==> config.mk <==
export PLATFORM = sky130hd
export DESIGN_NAME = bccc_top
export DESIGN_NICKNAME = d
export VERILOG_FILES = /design/src/rtl/bccc_pkg.sv /design/src/rtl/bccc_supply_class.sv /design/src/rtl/bccc_channel.sv /design/src/rtl/bccc_top.sv
export VERILOG_INCLUDE_DIRS = /design/src /design/src/rtl
export SDC_FILE = /design/constraint.sdc
export NUM_CORES = 1
export LEC_CHECK = 0
export ABC_AREA = 0
export BUFFER_PORTS_ARGS = -buffer_cell sky130_fd_sc_hd__clkbuf_2
export CAP_MARGIN = 15
export CELL_PAD_IN_SITES_DETAIL_PLACEMENT = 0
export CELL_PAD_IN_SITES_GLOBAL_PLACEMENT = 1
export CORE_MARGIN = 2
export CORE_UTILIZATION = 44
export DETAILED_ROUTE_END_ITERATION = 10
export PLACE_DENSITY = 0.83
export SLEW_MARGIN = 30
export SYNTH_ARGS = -nofsm -noshare
export SYNTH_HDL_FRONTEND = slang
export SYNTH_SLANG_ARGS = --single-unit
==> constraint.sdc <==
create_clock -name CLK_IN -period 6.2 [get_ports CLK_IN]
set_clock_uncertainty 0.05 [all_clocks]
set_input_delay 1.24 -clock CLK_IN [delete_from_list [all_inputs] [get_ports CLK_IN]]
set_output_delay 1.24 -clock CLK_IN [all_outputs]
set_load 0.01 [all_outputs]
==> src/rtl/bccc_defines.svh <==
`ifndef BCCC_DEFINES_SVH
`define BCCC_DEFINES_SVH

// register byte offsets; pages of eight channel words share bits [11:5]
`define BCCC_PAGE_BUF 7'h00
`define BCCC_PAGE_ACT 7'h01
`define BCCC_OFF_BCAST 12'h040
`define BCCC_OFF_TRIG 12'h044
`define BCCC_OFF_SYNC 12'h048
`define BCCC_OFF_PWR 12'h04c
`define BCCC_OFF_LIMIT 12'h050
`define BCCC_OFF_CURR 12'h054
`define BCCC_OFF_PSTAT 12'h058
`define BCCC_OFF_ALARM 12'h05c
`define BCCC_OFF_APD 12'h060
`define BCCC_OFF_MFCFG 12'h064

// field positions
`define BCCC_TRIG_DAC_POS 0
`define BCCC_SYNC_MEMBER_POS 8
`define BCCC_LIMIT_EN_POS 8
`define BCCC_MF_LOAD_POS 0

// reset values and limit constants
`define BCCC_RST_CODE 13'h0000
`define BCCC_RST_LIMIT 6'h3f
`define BCCC_RST_PWR 8'h00
`define BCCC_RST_RANGE_NEG 2'h3
`define BCCC_LIMIT_FULL 6'h3f
`define BCCC_LIMIT_LOW_FILL 7'h7f

// timing: edges after reset release before the range snapshot
`define BCCC_STARTUP_CYC 3'h4

// analog transfer: vout = code / 2^13 * span + vmin, in millivolts
`define BCCC_FSR_MV 10000
`define BCCC_VMIN_POS_MV 0
`define BCCC_VMIN_NEG_MV -10000

`endif

==> src/rtl/bccc_pkg.sv <==
package bccc_pkg;
	typedef enum logic [1:0] {
		BCCC_CUR_LOW = 2'b00,
		BCCC_CUR_NORMAL = 2'b01,
		BCCC_CUR_HIGH = 2'b10
	} bccc_cur_t;
	typedef enum logic [1:0] {
		BCCC_SUP_INVALID = 2'b00,
		BCCC_SUP_POS = 2'b01,
		BCCC_SUP_NEG = 2'b10
	} bccc_class_t;
	typedef enum logic [1:0] {
		BCCC_OKAY = 2'b00,
		BCCC_SLVERR = 2'b10
	} bccc_resp_t;
endpackage

==> src/rtl/bccc_supply_class.sv <==
`timescale 1ns/1ps
module bccc_supply_class
	import bccc_pkg::*;
(
	input wire logic clk_in, // clock
	input wire logic reset_in, // synchronous reset
	input wire logic [3:0] cmp_in, // {vss_ok, vss_zero, vcc_ok, vcc_zero}
	output bccc_class_t class_out // registered classification
);
	bccc_class_t class_ff;
	bccc_class_t nxt_class;

	// vcc_ok: 3v..11v, vss_ok: -11v..-3v
	always_comb begin
		nxt_class = BCCC_SUP_INVALID;
		if (cmp_in[1] && cmp_in[2]) begin
			nxt_class = BCCC_SUP_POS;
		end else if (cmp_in[0] && cmp_in[3]) begin
			nxt_class = BCCC_SUP_NEG;
		end
	end

	always_ff @(posedge clk_in) begin
		if (reset_in) begin
			class_ff <= BCCC_SUP_INVALID;
		end else begin
			class_ff <= nxt_class;
		end
	end

	assign class_out = class_ff;
endmodule

==> src/rtl/bccc_channel.sv <==
`timescale 1ns/1ps
`include "bccc_defines.svh"
module bccc_channel
	import bccc_pkg::*;
(
	input wire logic clk_in, // clock
	input wire logic reset_in, // synchronous reset
	input wire logic buf_we_in, // buffer write strobe
	input wire logic bcast_we_in, // broadcast write strobe
	input wire logic [12:0] code_in, // written code
	input wire logic trig_in, // trigger event
	input wire logic sync_en_in, // synchronous update mode
	input wire logic member_in, // broadcast member
	input wire logic lim_on_in, // code limit in force
	input wire logic [5:0] lim_in, // upper six bit ceiling
	output logic [12:0] buf_out, // buffer code
	output logic [12:0] act_out // active code
);
	logic [12:0] buf_ff;
	logic [12:0] pend_ff;
	logic [12:0] act_ff;
	logic [12:0] lim_code;
	logic bc_hit;

	assign bc_hit = bcast_we_in && member_in;
	// the ceiling is applied when the code is written, never afterwards
	assign lim_code = (lim_on_in && code_in[12:7] > lim_in) ?
		{lim_in, `BCCC_LIMIT_LOW_FILL} : code_in;

	always_ff @(posedge clk_in) begin
		if (reset_in) begin
			buf_ff <= `BCCC_RST_CODE;
			pend_ff <= `BCCC_RST_CODE;
		end else if (buf_we_in || bc_hit) begin
			buf_ff <= code_in;
			pend_ff <= lim_code;
		end
	end

	always_ff @(posedge clk_in) begin
		if (reset_in) begin
			act_ff <= `BCCC_RST_CODE;
		end else if (bc_hit) begin
			act_ff <= lim_code;
		end else if (buf_we_in && !sync_en_in) begin
			act_ff <= lim_code;
		end else if (trig_in && sync_en_in) begin
			act_ff <= pend_ff;
		end
	end

	assign buf_out = buf_ff;
	assign act_out = act_ff;
endmodule

==> src/rtl/bccc_top.sv <==
// The address map and the AXI4-Lite interface to the registers were decided locally.
`timescale 1ns/1ps
`include "bccc_defines.svh"
module bccc_top
	import bccc_pkg::*;
(
	input wire logic CLK_IN, // 50 mhz clock
	input wire logic RESET_IN, // synchronous reset, also power-on reset
	input wire logic [11:0] AXI_AWADDR_IN, // write address
	input wire logic AXI_AWVALID_IN, // write address valid
	output logic AXI_AWREADY_OUT, // write address ready
	input wire logic [31:0] AXI_WDATA_IN, // write data
	input wire logic [3:0] AXI_WSTRB_IN, // write byte strobes
	input wire logic AXI_WVALID_IN, // write data valid
	output logic AXI_WREADY_OUT, // write data ready
	output logic [1:0] AXI_BRESP_OUT, // write response
	output logic AXI_BVALID_OUT, // write response valid
	input wire logic AXI_BREADY_IN, // write response ready
	input wire logic [11:0] AXI_ARADDR_IN, // read address
	input wire logic AXI_ARVALID_IN, // read address valid
	output logic AXI_ARREADY_OUT, // read address ready
	output logic [31:0] AXI_RDATA_OUT, // read data
	output logic [1:0] AXI_RRESP_OUT, // read response
	output logic AXI_RVALID_OUT, // read data valid
	input wire logic AXI_RREADY_IN, // read data ready
	input wire logic [7:0] SUPPLY_CMP_IN, // supply comparators, 4 per group
	input wire logic [2:0] ALARM_IN, // supply a, supply b, reference low
	input wire logic MULTIFUNCTION_PIN_IN, // load strobe pin
	output logic [103:0] DAC_CODE_OUT, // active codes, channel 0 low
	output logic [7:0] AMP_EN_OUT, // amplifier power up per channel
	output logic [7:0] CLAMP_OUT, // negative rail clamp per channel
	output logic [1:0] CUR_MODE_OUT, // short circuit current mode
	output logic [1:0] RANGE_NEG_OUT // group range, 1 = negative
);
	logic [11:0] aw_addr_ff;
	logic [11:0] ar_addr_ff;
	logic [31:0] w_data_ff;
	logic [3:0] w_strb_ff;
	logic aw_got_ff;
	logic w_got_ff;
	logic ar_got_ff;
	logic awready_ff;
	logic wready_ff;
	logic arready_ff;
	logic bvalid_ff;
	logic rvalid_ff;
	bccc_resp_t bresp_ff;
	bccc_resp_t rresp_ff;
	logic [31:0] rdata_ff;
	logic [7:0] sync_en_ff;
	logic [7:0] member_ff;
	logic [7:0] channel_power_enable_ff;
	logic [7:0] clamp_ff;
	logic [5:0] lim_ff;
	logic lim_en_ff;
	logic trig_ff;
	bccc_cur_t cur_ff;
	logic [2:0] alarm_st_ff;
	logic [2:0] apd_cfg_ff;
	logic mf_load_ff;
	logic [1:0] range_neg_ff;
	logic [2:0] start_cnt_ff;
	logic [7:0] cmp_s1_ff;
	logic [7:0] cmp_s2_ff;
	logic [2:0] al_s1_ff;
	logic [2:0] al_s2_ff;
	logic pin_s1_ff;
	logic pin_s2_ff;
	logic pin_s3_ff;
	bccc_class_t cls_a;
	bccc_class_t cls_b;
	logic [12:0] buf_q [8];
	logic [12:0] act_q [8];
	logic [7:0] buf_we;
	logic [7:0] ch_trig;
	logic wr_fire;
	logic rd_take;
	logic bcast_we;
	logic pin_trig;
	logic lim_on;
	logic rd_hit;
	logic [11:0] mux_addr;
	logic [31:0] rd_val;
	logic [31:0] wd;
	logic [2:0] al_clr;
	logic [7:0] pd_mask;
	logic [7:0] nxt_channel_power_enable;

	function automatic logic [31:0] merge(input logic [31:0] old,
		input logic [31:0] nw, input logic [3:0] strb);
		logic [31:0] r;
		r = old;
		for (int i = 0; i < 4; i++) begin
			if (strb[i]) begin
				r[8*i +: 8] = nw[8*i +: 8];
			end
		end
		return r;
	endfunction

	// bus slave: address and data are held until both have arrived
	assign wr_fire = aw_got_ff && w_got_ff;
	assign rd_take = ar_got_ff && !wr_fire && !rvalid_ff;
	assign mux_addr = wr_fire ? aw_addr_ff : ar_addr_ff;
	assign wd = merge(rd_val, w_data_ff, w_strb_ff);

	always_ff @(posedge CLK_IN) begin
		if (RESET_IN) begin
			awready_ff <= 1'b0;
			aw_got_ff <= 1'b0;
			aw_addr_ff <= 12'h000;
		end else if (AXI_AWVALID_IN && awready_ff) begin
			awready_ff <= 1'b0;
			aw_got_ff <= 1'b1;
			aw_addr_ff <= AXI_AWADDR_IN;
		end else if (wr_fire) begin
			aw_got_ff <= 1'b0;
		end else if (!aw_got_ff && !bvalid_ff) begin
			awready_ff <= 1'b1;
		end
	end

	always_ff @(posedge CLK_IN) begin
		if (RESET_IN) begin
			wready_ff <= 1'b0;
			w_got_ff <= 1'b0;
			w_data_ff <= 32'h0;
			w_strb_ff <= 4'h0;
		end else if (AXI_WVALID_IN && wready_ff) begin
			wready_ff <= 1'b0;
			w_got_ff <= 1'b1;
			w_data_ff <= AXI_WDATA_IN;
			w_strb_ff <= AXI_WSTRB_IN;
		end else if (wr_fire) begin
			w_got_ff <= 1'b0;
		end else if (!w_got_ff && !bvalid_ff) begin
			wready_ff <= 1'b1;
		end
	end

	always_ff @(posedge CLK_IN) begin
		if (RESET_IN) begin
			bvalid_ff <= 1'b0;
			bresp_ff <= BCCC_OKAY;
		end else if (wr_fire) begin
			bvalid_ff <= 1'b1;
			bresp_ff <= rd_hit ? BCCC_OKAY : BCCC_SLVERR;
		end else if (AXI_BREADY_IN) begin
			bvalid_ff <= 1'b0;
		end
	end

	always_ff @(posedge CLK_IN) begin
		if (RESET_IN) begin
			arready_ff <= 1'b0;
			ar_got_ff <= 1'b0;
			ar_addr_ff <= 12'h000;
		end else if (AXI_ARVALID_IN && arready_ff) begin
			arready_ff <= 1'b0;
			ar_got_ff <= 1'b1;
			ar_addr_ff <= AXI_ARADDR_IN;
		end else if (rd_take) begin
			ar_got_ff <= 1'b0;
		end else if (!ar_got_ff && !rvalid_ff) begin
			arready_ff <= 1'b1;
		end
	end

	always_ff @(posedge CLK_IN) begin
		if (RESET_IN) begin
			rvalid_ff <= 1'b0;
			rresp_ff <= BCCC_OKAY;
			rdata_ff <= 32'h0;
		end else if (rd_take) begin
			rvalid_ff <= 1'b1;
			rresp_ff <= rd_hit ? BCCC_OKAY : BCCC_SLVERR;
			rdata_ff <= rd_val;
		end else if (AXI_RREADY_IN) begin
			rvalid_ff <= 1'b0;
		end
	end

	// one register mux serves reads and the write merge
	always_comb begin
		rd_val = 32'h0;
		rd_hit = 1'b1;
		if (mux_addr[11:5] == `BCCC_PAGE_BUF) begin
			rd_val = {19'h0, buf_q[mux_addr[4:2]]};
		end else if (mux_addr[11:5] == `BCCC_PAGE_ACT) begin
			rd_val = {19'h0, act_q[mux_addr[4:2]]};
		end else begin
			case ({mux_addr[11:2], 2'b00})
			`BCCC_OFF_BCAST: rd_val = 32'h0;
			`BCCC_OFF_TRIG: rd_val = {31'h0, trig_ff};
			`BCCC_OFF_SYNC: rd_val = {16'h0, member_ff, sync_en_ff};
			`BCCC_OFF_PWR: rd_val = {24'h0, channel_power_enable_ff};
			`BCCC_OFF_LIMIT: rd_val = {23'h0, lim_en_ff, 2'b00, lim_ff};
			`BCCC_OFF_CURR: rd_val = {30'h0, cur_ff};
			`BCCC_OFF_PSTAT: rd_val = {26'h0, cls_b, cls_a, range_neg_ff};
			`BCCC_OFF_ALARM: rd_val = {29'h0, alarm_st_ff};
			`BCCC_OFF_APD: rd_val = {29'h0, apd_cfg_ff};
			`BCCC_OFF_MFCFG: rd_val = {31'h0, mf_load_ff};
			default: rd_hit = 1'b0;
			endcase
		end
	end

	function automatic logic wr_at(input logic [11:0] off);
		return wr_fire && {aw_addr_ff[11:2], 2'b00} == off;
	endfunction

	always_ff @(posedge CLK_IN) begin
		if (RESET_IN) begin
			sync_en_ff <= 8'h00;
			member_ff <= 8'h00;
		end else if (wr_at(`BCCC_OFF_SYNC)) begin
			sync_en_ff <= wd[7:0];
			member_ff <= wd[`BCCC_SYNC_MEMBER_POS +: 8];
		end
	end

	always_ff @(posedge CLK_IN) begin
		if (RESET_IN) begin
			lim_ff <= `BCCC_RST_LIMIT;
			lim_en_ff <= 1'b0;
		end else if (wr_at(`BCCC_OFF_LIMIT)) begin
			lim_ff <= wd[5:0];
			lim_en_ff <= wd[`BCCC_LIMIT_EN_POS];
		end
	end
	assign lim_on = lim_en_ff && lim_ff != `BCCC_LIMIT_FULL;

	always_ff @(posedge CLK_IN) begin
		if (RESET_IN) begin
			cur_ff <= BCCC_CUR_NORMAL;
		end else if (wr_at(`BCCC_OFF_CURR) && wd[1:0] != 2'b11) begin
			cur_ff <= bccc_cur_t'(wd[1:0]);
		end
	end

	always_ff @(posedge CLK_IN) begin
		if (RESET_IN) begin
			apd_cfg_ff <= 3'h0;
			mf_load_ff <= 1'b0;
		end else begin
			if (wr_at(`BCCC_OFF_APD)) begin
				apd_cfg_ff <= wd[2:0];
			end
			if (wr_at(`BCCC_OFF_MFCFG)) begin
				mf_load_ff <= wd[`BCCC_MF_LOAD_POS];
			end
		end
	end

	// only set by a write, so it lasts exactly one cycle
	always_ff @(posedge CLK_IN) begin
		if (RESET_IN) begin
			trig_ff <= 1'b0;
		end else begin
			trig_ff <= wr_at(`BCCC_OFF_TRIG) && wd[`BCCC_TRIG_DAC_POS];
		end
	end

	// pins and comparators come from outside the clock domain
	always_ff @(posedge CLK_IN) begin
		if (RESET_IN) begin
			cmp_s1_ff <= 8'h00;
			cmp_s2_ff <= 8'h00;
			al_s1_ff <= 3'h0;
			al_s2_ff <= 3'h0;
			pin_s1_ff <= 1'b0;
			pin_s2_ff <= 1'b0;
			pin_s3_ff <= 1'b0;
		end else begin
			cmp_s1_ff <= SUPPLY_CMP_IN;
			cmp_s2_ff <= cmp_s1_ff;
			al_s1_ff <= ALARM_IN;
			al_s2_ff <= al_s1_ff;
			pin_s1_ff <= MULTIFUNCTION_PIN_IN;
			pin_s2_ff <= pin_s1_ff;
			pin_s3_ff <= pin_s2_ff;
		end
	end

	assign pin_trig = mf_load_ff && pin_s2_ff && !pin_s3_ff;

	// alarm set wins over a software clear in the same cycle
	assign al_clr = (wr_at(`BCCC_OFF_ALARM) && w_strb_ff[0]) ?
		w_data_ff[2:0] : 3'h0;
	always_ff @(posedge CLK_IN) begin
		if (RESET_IN) begin
			alarm_st_ff <= 3'h0;
		end else begin
			alarm_st_ff <= al_s2_ff | (alarm_st_ff & ~al_clr);
		end
	end

	// group a is channels 0-3, group b 4-7; reference alarm hits both
	assign pd_mask = {{4{(al_s2_ff[1] && apd_cfg_ff[1]) ||
		(al_s2_ff[2] && apd_cfg_ff[2])}},
		{4{(al_s2_ff[0] && apd_cfg_ff[0]) ||
		(al_s2_ff[2] && apd_cfg_ff[2])}}};
	assign nxt_channel_power_enable = (wr_at(`BCCC_OFF_PWR) ? wd[7:0] : channel_power_enable_ff) &
		~pd_mask;

	always_ff @(posedge CLK_IN) begin
		if (RESET_IN) begin
			channel_power_enable_ff <= `BCCC_RST_PWR;
			clamp_ff <= ~`BCCC_RST_PWR;
		end else begin
			channel_power_enable_ff <= nxt_channel_power_enable;
			clamp_ff <= ~nxt_channel_power_enable;
		end
	end

	bccc_supply_class u_class_a (
		.clk_in(CLK_IN),
		.reset_in(RESET_IN),
		.cmp_in(cmp_s2_ff[3:0]),
		.class_out(cls_a)
	);
	bccc_supply_class u_class_b (
		.clk_in(CLK_IN),
		.reset_in(RESET_IN),
		.cmp_in(cmp_s2_ff[7:4]),
		.class_out(cls_b)
	);

	// snapshot once the synchronised classification has settled
	always_ff @(posedge CLK_IN) begin
		if (RESET_IN) begin
			start_cnt_ff <= `BCCC_STARTUP_CYC;
			range_neg_ff <= `BCCC_RST_RANGE_NEG;
		end else if (start_cnt_ff != 3'h0) begin
			start_cnt_ff <= start_cnt_ff - 3'h1;
			if (start_cnt_ff == 3'h1) begin
				range_neg_ff <= {cls_b != BCCC_SUP_POS,
					cls_a != BCCC_SUP_POS};
			end
		end
	end

	assign bcast_we = wr_at(`BCCC_OFF_BCAST);

	for (genvar i = 0; i < 8; i++) begin : g_ch
		assign buf_we[i] = wr_fire && aw_addr_ff[11:5] == `BCCC_PAGE_BUF &&
			aw_addr_ff[4:2] == 3'(i);
		assign ch_trig[i] = trig_ff || (pin_trig && (i == 0 || i == 2));
		bccc_channel u_ch (
			.clk_in(CLK_IN),
			.reset_in(RESET_IN),
			.buf_we_in(buf_we[i]),
			.bcast_we_in(bcast_we),
			.code_in(wd[12:0]),
			.trig_in(ch_trig[i]),
			.sync_en_in(sync_en_ff[i]),
			.member_in(member_ff[i]),
			.lim_on_in(lim_on),
			.lim_in(lim_ff),
			.buf_out(buf_q[i]),
			.act_out(act_q[i])
		);
		// unsigned code straight to the converter, no recoding
		assign DAC_CODE_OUT[13*i +: 13] = act_q[i];
	end

	assign AXI_AWREADY_OUT = awready_ff;
	assign AXI_WREADY_OUT = wready_ff;
	assign AXI_BRESP_OUT = bresp_ff;
	assign AXI_BVALID_OUT = bvalid_ff;
	assign AXI_ARREADY_OUT = arready_ff;
	assign AXI_RDATA_OUT = rdata_ff;
	assign AXI_RRESP_OUT = rresp_ff;
	assign AXI_RVALID_OUT = rvalid_ff;
	assign AMP_EN_OUT = channel_power_enable_ff;
	assign CLAMP_OUT = clamp_ff;
	assign CUR_MODE_OUT = cur_ff;
	assign RANGE_NEG_OUT = range_neg_ff;
endmodule

==> metrics.log <==
[metrics] worst-case setup margin in the final layout: 0.486 ns
[metrics] count of flip-flops with a built-in enable after synthesis: 0
[metrics] layout cell share with drive strength beyond 1: 16.9%
[metrics] dpl ws: 0.716 ns
[metrics] length of the first detailed-routing pass in iterations: 6
[metrics] leading register cell type out of synthesis: sky130_fd_sc_hd__dfxtp_1
[metrics] setup bufs post-CTS: 0
[metrics] gr ovfl total: 0
[metrics] commonest cells after routing, fill and taps aside: sky130_fd_sc_hd__dfxtp_1 (459), sky130_fd_sc_hd__nand2_1 (331), sky130_fd_sc_hd__a21oi_1 (234)
[metrics] vias: 18800
[metrics] remaining max-slew budget at the tightest pin: 34.4%
[metrics] worst stage delay on the critical path: 0.73 ns
[metrics] DRC violations left: 0
[metrics] CP max-delay cell: sky130_fd_sc_hd__nor4b_4
[metrics] vias in the first global route: 17600
[metrics] H-tree depth reported by CTS: 2
[metrics] category of the critical setup timing path: register to register
[metrics] total standard cell area after synthesis: 19700 sq um
[metrics] Worst setup EP type: register
[metrics] count of final setup violators: 0
[metrics] maximum clock frequency: 175 MHz
[metrics] slew at the pin closest to its max-slew limit: 0.984 ns
[metrics] reported leakage power: 8.77 nW
[metrics] clock tree from TritonCTS: yes
[metrics] Top-Level Pins: 244
[metrics] TritonCTS sink count: 459
[metrics] fraction of registers with async set or reset after synthesis: 0%
[metrics] worst hold-check path type: register to register
[metrics] Die X: 215 um
[metrics] share of the core filled with cells in the final layout: 51.6%
[metrics] maximum clock path buffer count: 3
[metrics] die height: 215 um
[metrics] DRT Wirelength: 72.7 mm
[metrics] wire length of the first global-routing pass: 108 mm
[metrics] post-synthesis sequential area ratio: 46.7%
[metrics] synth unique cells: 86
[metrics] series of cell instances along the critical path: nand2_2, a21oi_1, nand2_1, nor3_2, a22oi_1, and3_1, nor2_1, ha_1, nand4_1, a21oi_1, a211oi_1, nor4b_4, nor2_1, a32oi_2, buf_4, nor2_1, a211oi_1
[metrics] cell count after synthesis: 2313
[metrics] Avg Cell Area, Syn: 8.50 sq um
[metrics] Clock Root Buffer: sky130_fd_sc_hd__clkbuf_16
[metrics] power per cell area: 287 nW/um^2
[metrics] synthesis-to-finish area growth: 15.7%
[metrics] antenna fix cells: 0
[metrics] portion of the clock cycle consumed by the worst path in the final layout: 92.2%
[metrics] Worst-path clk slew: 0.07 ns
[metrics] fin crit period: 5.71 ns
[metrics] global placer's final weighted congestion: 0.930
[metrics] area fraction of the dominant cell type after synthesis: 46.7%
[metrics] post-synthesis register bit count: 459
[metrics] initial DRC count: 2183
[metrics] die footprint: 46400 sq um
[metrics] Hold Vio Cnt, Final: 0
[metrics] per-cell routed wire length: 23.7 um
[metrics] Crit path arrival time: 6.15 ns
[metrics] initial cell density of the core: 44.6%
[metrics] Critical Path RT: 6.64 ns
[metrics] maximum number of pins on one net before global-route repair: 97
[metrics] core region area: 44100 sq um
[metrics] Resized cells post-CTS: 0
[metrics] final slew viol count: 0
[metrics] Via density: 6.15
[metrics] sum of net half-perimeters after detailed placement: 50.0 mm
[metrics] nets@finish: 2526
[metrics] Setup TNS Final: 0 ns
[metrics] most common library cell in the layout ignoring fill and taps: sky130_fd_sc_hd__dfxtp_1
[metrics] largest fanout on the critical path: 16
[metrics] library cell with the largest summed area after synthesis: sky130_fd_sc_hd__dfxtp_1
[metrics] cell with the most instances on the worst path: sky130_fd_sc_hd__nor2_1
[metrics] total clock buffers created by CTS: 48
[metrics] initial antenna violation count: 0
[metrics] worst voltage drop across the vdd grid: 0.170 mV
[metrics] MaxCap Viol Count: 0
[metrics] Worst-Skew Late Latency: 0.59 ns
[metrics] Hold-fix buffers, CTS: 0
[metrics] YS warnings: 0
[metrics] Global Route Usage Sum: 30.3%
[metrics] Std-Cell Rows: 77
[metrics] Buffers on Ports: 203
[metrics] top cells by area, synth: sky130_fd_sc_hd__dfxtp_1 (47%), sky130_fd_sc_hd__nand2_1 (6.3%), sky130_fd_sc_hd__a21oi_1 (6.0%)
[metrics] unrepaired setup endpoints after global routing: false
[metrics] number of routed nets with antenna violations: 0
[metrics] run status: finished, final reports clean
[metrics] Startpoint Class: register
[stage by stage]
stage | instance area [sq um] | hold slack, ns | power, mW | cells
6_report | 22800 | 0.378 | 6.53 | 3064
5_1_grt | 22800 | 0.396 | 6.72 | 3064
4_1_cts | 22700 | 0.379 | 6.54 | 3063
3_5_place_dp | 21100 | 0.371 | 3.61 | 2978
3_3_place_gp | 21100 | 0.370 | 3.60 | 2977
2_1_floorplan | 19700 | 0.358 | 3.41 | 2330
[per-layer routing]
layer | vias up | global-route usage (%) | part of all wire, %
met5 | - | 0 | 0
li1 | 8541 | - | -
met4 | 0 | 16.7 | 5.7
met1 | 9061 | 40.6 | 41
met2 | 1013 | 46.7 | 44
met3 | 233 | 4.79 | 8.9
[area by class of cell]
cell class / instances / area [sq um]
clock buffers: 69 / 1390
multi-input cells: 1630 / 9510
well taps: 592 / 741
flip-flops and latches: 459 / 9190
inverters: 22 / 85.1
fillers: 4223 / 21400
repair buffers: 276 / 1640
clock inverters: 16 / 211
[sequential cells by signal, summed over array words and instances (netlist names), 6 cells and up]
name / flops
AXI_RDATA_OUT: 16
sync_en_ff: 8
cmp_s1_ff: 8
g_ch.u_ch.buf_out: 104
member_ff: 8
ar_addr_ff: 10
aw_addr_ff: 10
lim_ff: 6
g_ch.u_ch.act_out: 104
CLAMP_OUT: 8
g_ch.u_ch.pend_ff: 104
cmp_s2_ff: 8
w_data_ff: 16
AMP_EN_OUT: 8
[Yosys cell counts, types with 3 or more instances]
cell / number
sky130_fd_sc_hd__o21ai_0: 140
sky130_fd_sc_hd__mux2_2: 4
sky130_fd_sc_hd__and2_1: 12
sky130_fd_sc_hd__buf_4: 30
sky130_fd_sc_hd__a221oi_1: 27
sky130_fd_sc_hd__nand4b_1: 3
sky130_fd_sc_hd__a311oi_1: 11
sky130_fd_sc_hd__nand2_1: 332
sky130_fd_sc_hd__a22o_1: 4
sky130_fd_sc_hd__o31a_1: 4
sky130_fd_sc_hd__inv_1: 19
sky130_fd_sc_hd__o21ai_1: 3
sky130_fd_sc_hd__a211oi_1: 143
sky130_fd_sc_hd__nand3b_1: 4
sky130_fd_sc_hd__mux2i_1: 48
sky130_fd_sc_hd__or3_1: 7
sky130_fd_sc_hd__buf_6: 6
sky130_fd_sc_hd__a21o_1: 8
sky130_fd_sc_hd__nor4_1: 3
sky130_fd_sc_hd__a21oi_1: 236
sky130_fd_sc_hd__clkbuf_1: 143
sky130_fd_sc_hd__dfxtp_1: 459
sky130_fd_sc_hd__mux2i_2: 3
sky130_fd_sc_hd__o22ai_1: 5
sky130_fd_sc_hd__a31oi_1: 3
sky130_fd_sc_hd__ha_1: 10
sky130_fd_sc_hd__mux2i_4: 3
sky130_fd_sc_hd__o31ai_1: 8
sky130_fd_sc_hd__buf_2: 33
sky130_fd_sc_hd__a222oi_1: 7
sky130_fd_sc_hd__a22oi_1: 92
sky130_fd_sc_hd__nand3_1: 123
sky130_fd_sc_hd__buf_1: 7
sky130_fd_sc_hd__and3_1: 67
sky130_fd_sc_hd__nor2b_1: 32
sky130_fd_sc_hd__nor3_1: 21
sky130_fd_sc_hd__nand4_1: 9
sky130_fd_sc_hd__nor2_1: 151
sky130_fd_sc_hd__nand2b_1: 21
sky130_fd_sc_hd__a211oi_2: 16
[final timing paths]
kind,from,to,slack (ns),depth (start not counted)
max reg2reg,w_got_ff,g_ch[7].u_ch.act_out[3],0.49,17
min,cmp_s2_ff[7],u_class_b.class_out[1],0.38,2
max,w_got_ff,g_ch[7].u_ch.act_out[3],0.49,17
min reg2reg,cmp_s2_ff[7],u_class_b.class_out[1],0.38,2
[where the power goes]
part	internal (mW)	leakage (nW)	total, mW	switching, mW
clock network	1.76	0.792	2.97	1.21
logic	0.146	4.26	0.519	0.373
registers	3.00	3.71	3.04	0.0452
total	4.90	8.77	6.53	1.63
[critical path: cells and delay by family (launching register included)]
kind                     cells  cell delay [ns]
AND/OR/NAND/NOR              9             2.90
AO/OA/AOI/OAI                6             1.56
adder cells (fa/ha/maj)      1             0.16
buffers and inverters        1             0.27
flip-flops                   1             0.66
[cell families (layout without fill, tap and decap cells)]
logic type | count (synthesis) | after routing | share of synthesized area [%]
compound gates | 739 | 739 | 24.9
fa+ha+maj | 10 | 10 | 0.636
flops | 459 | 459 | 46.7
simple gates | 802 | 802 | 18.7
xor+xnor | 1 | 1 | 0.0445
mux | 60 | 60 | 3.36
other cells | 1 | 18 | 0.0191
buf+inv | 241 | 383 | 5.61
Power figures use the tool's default switching activity.
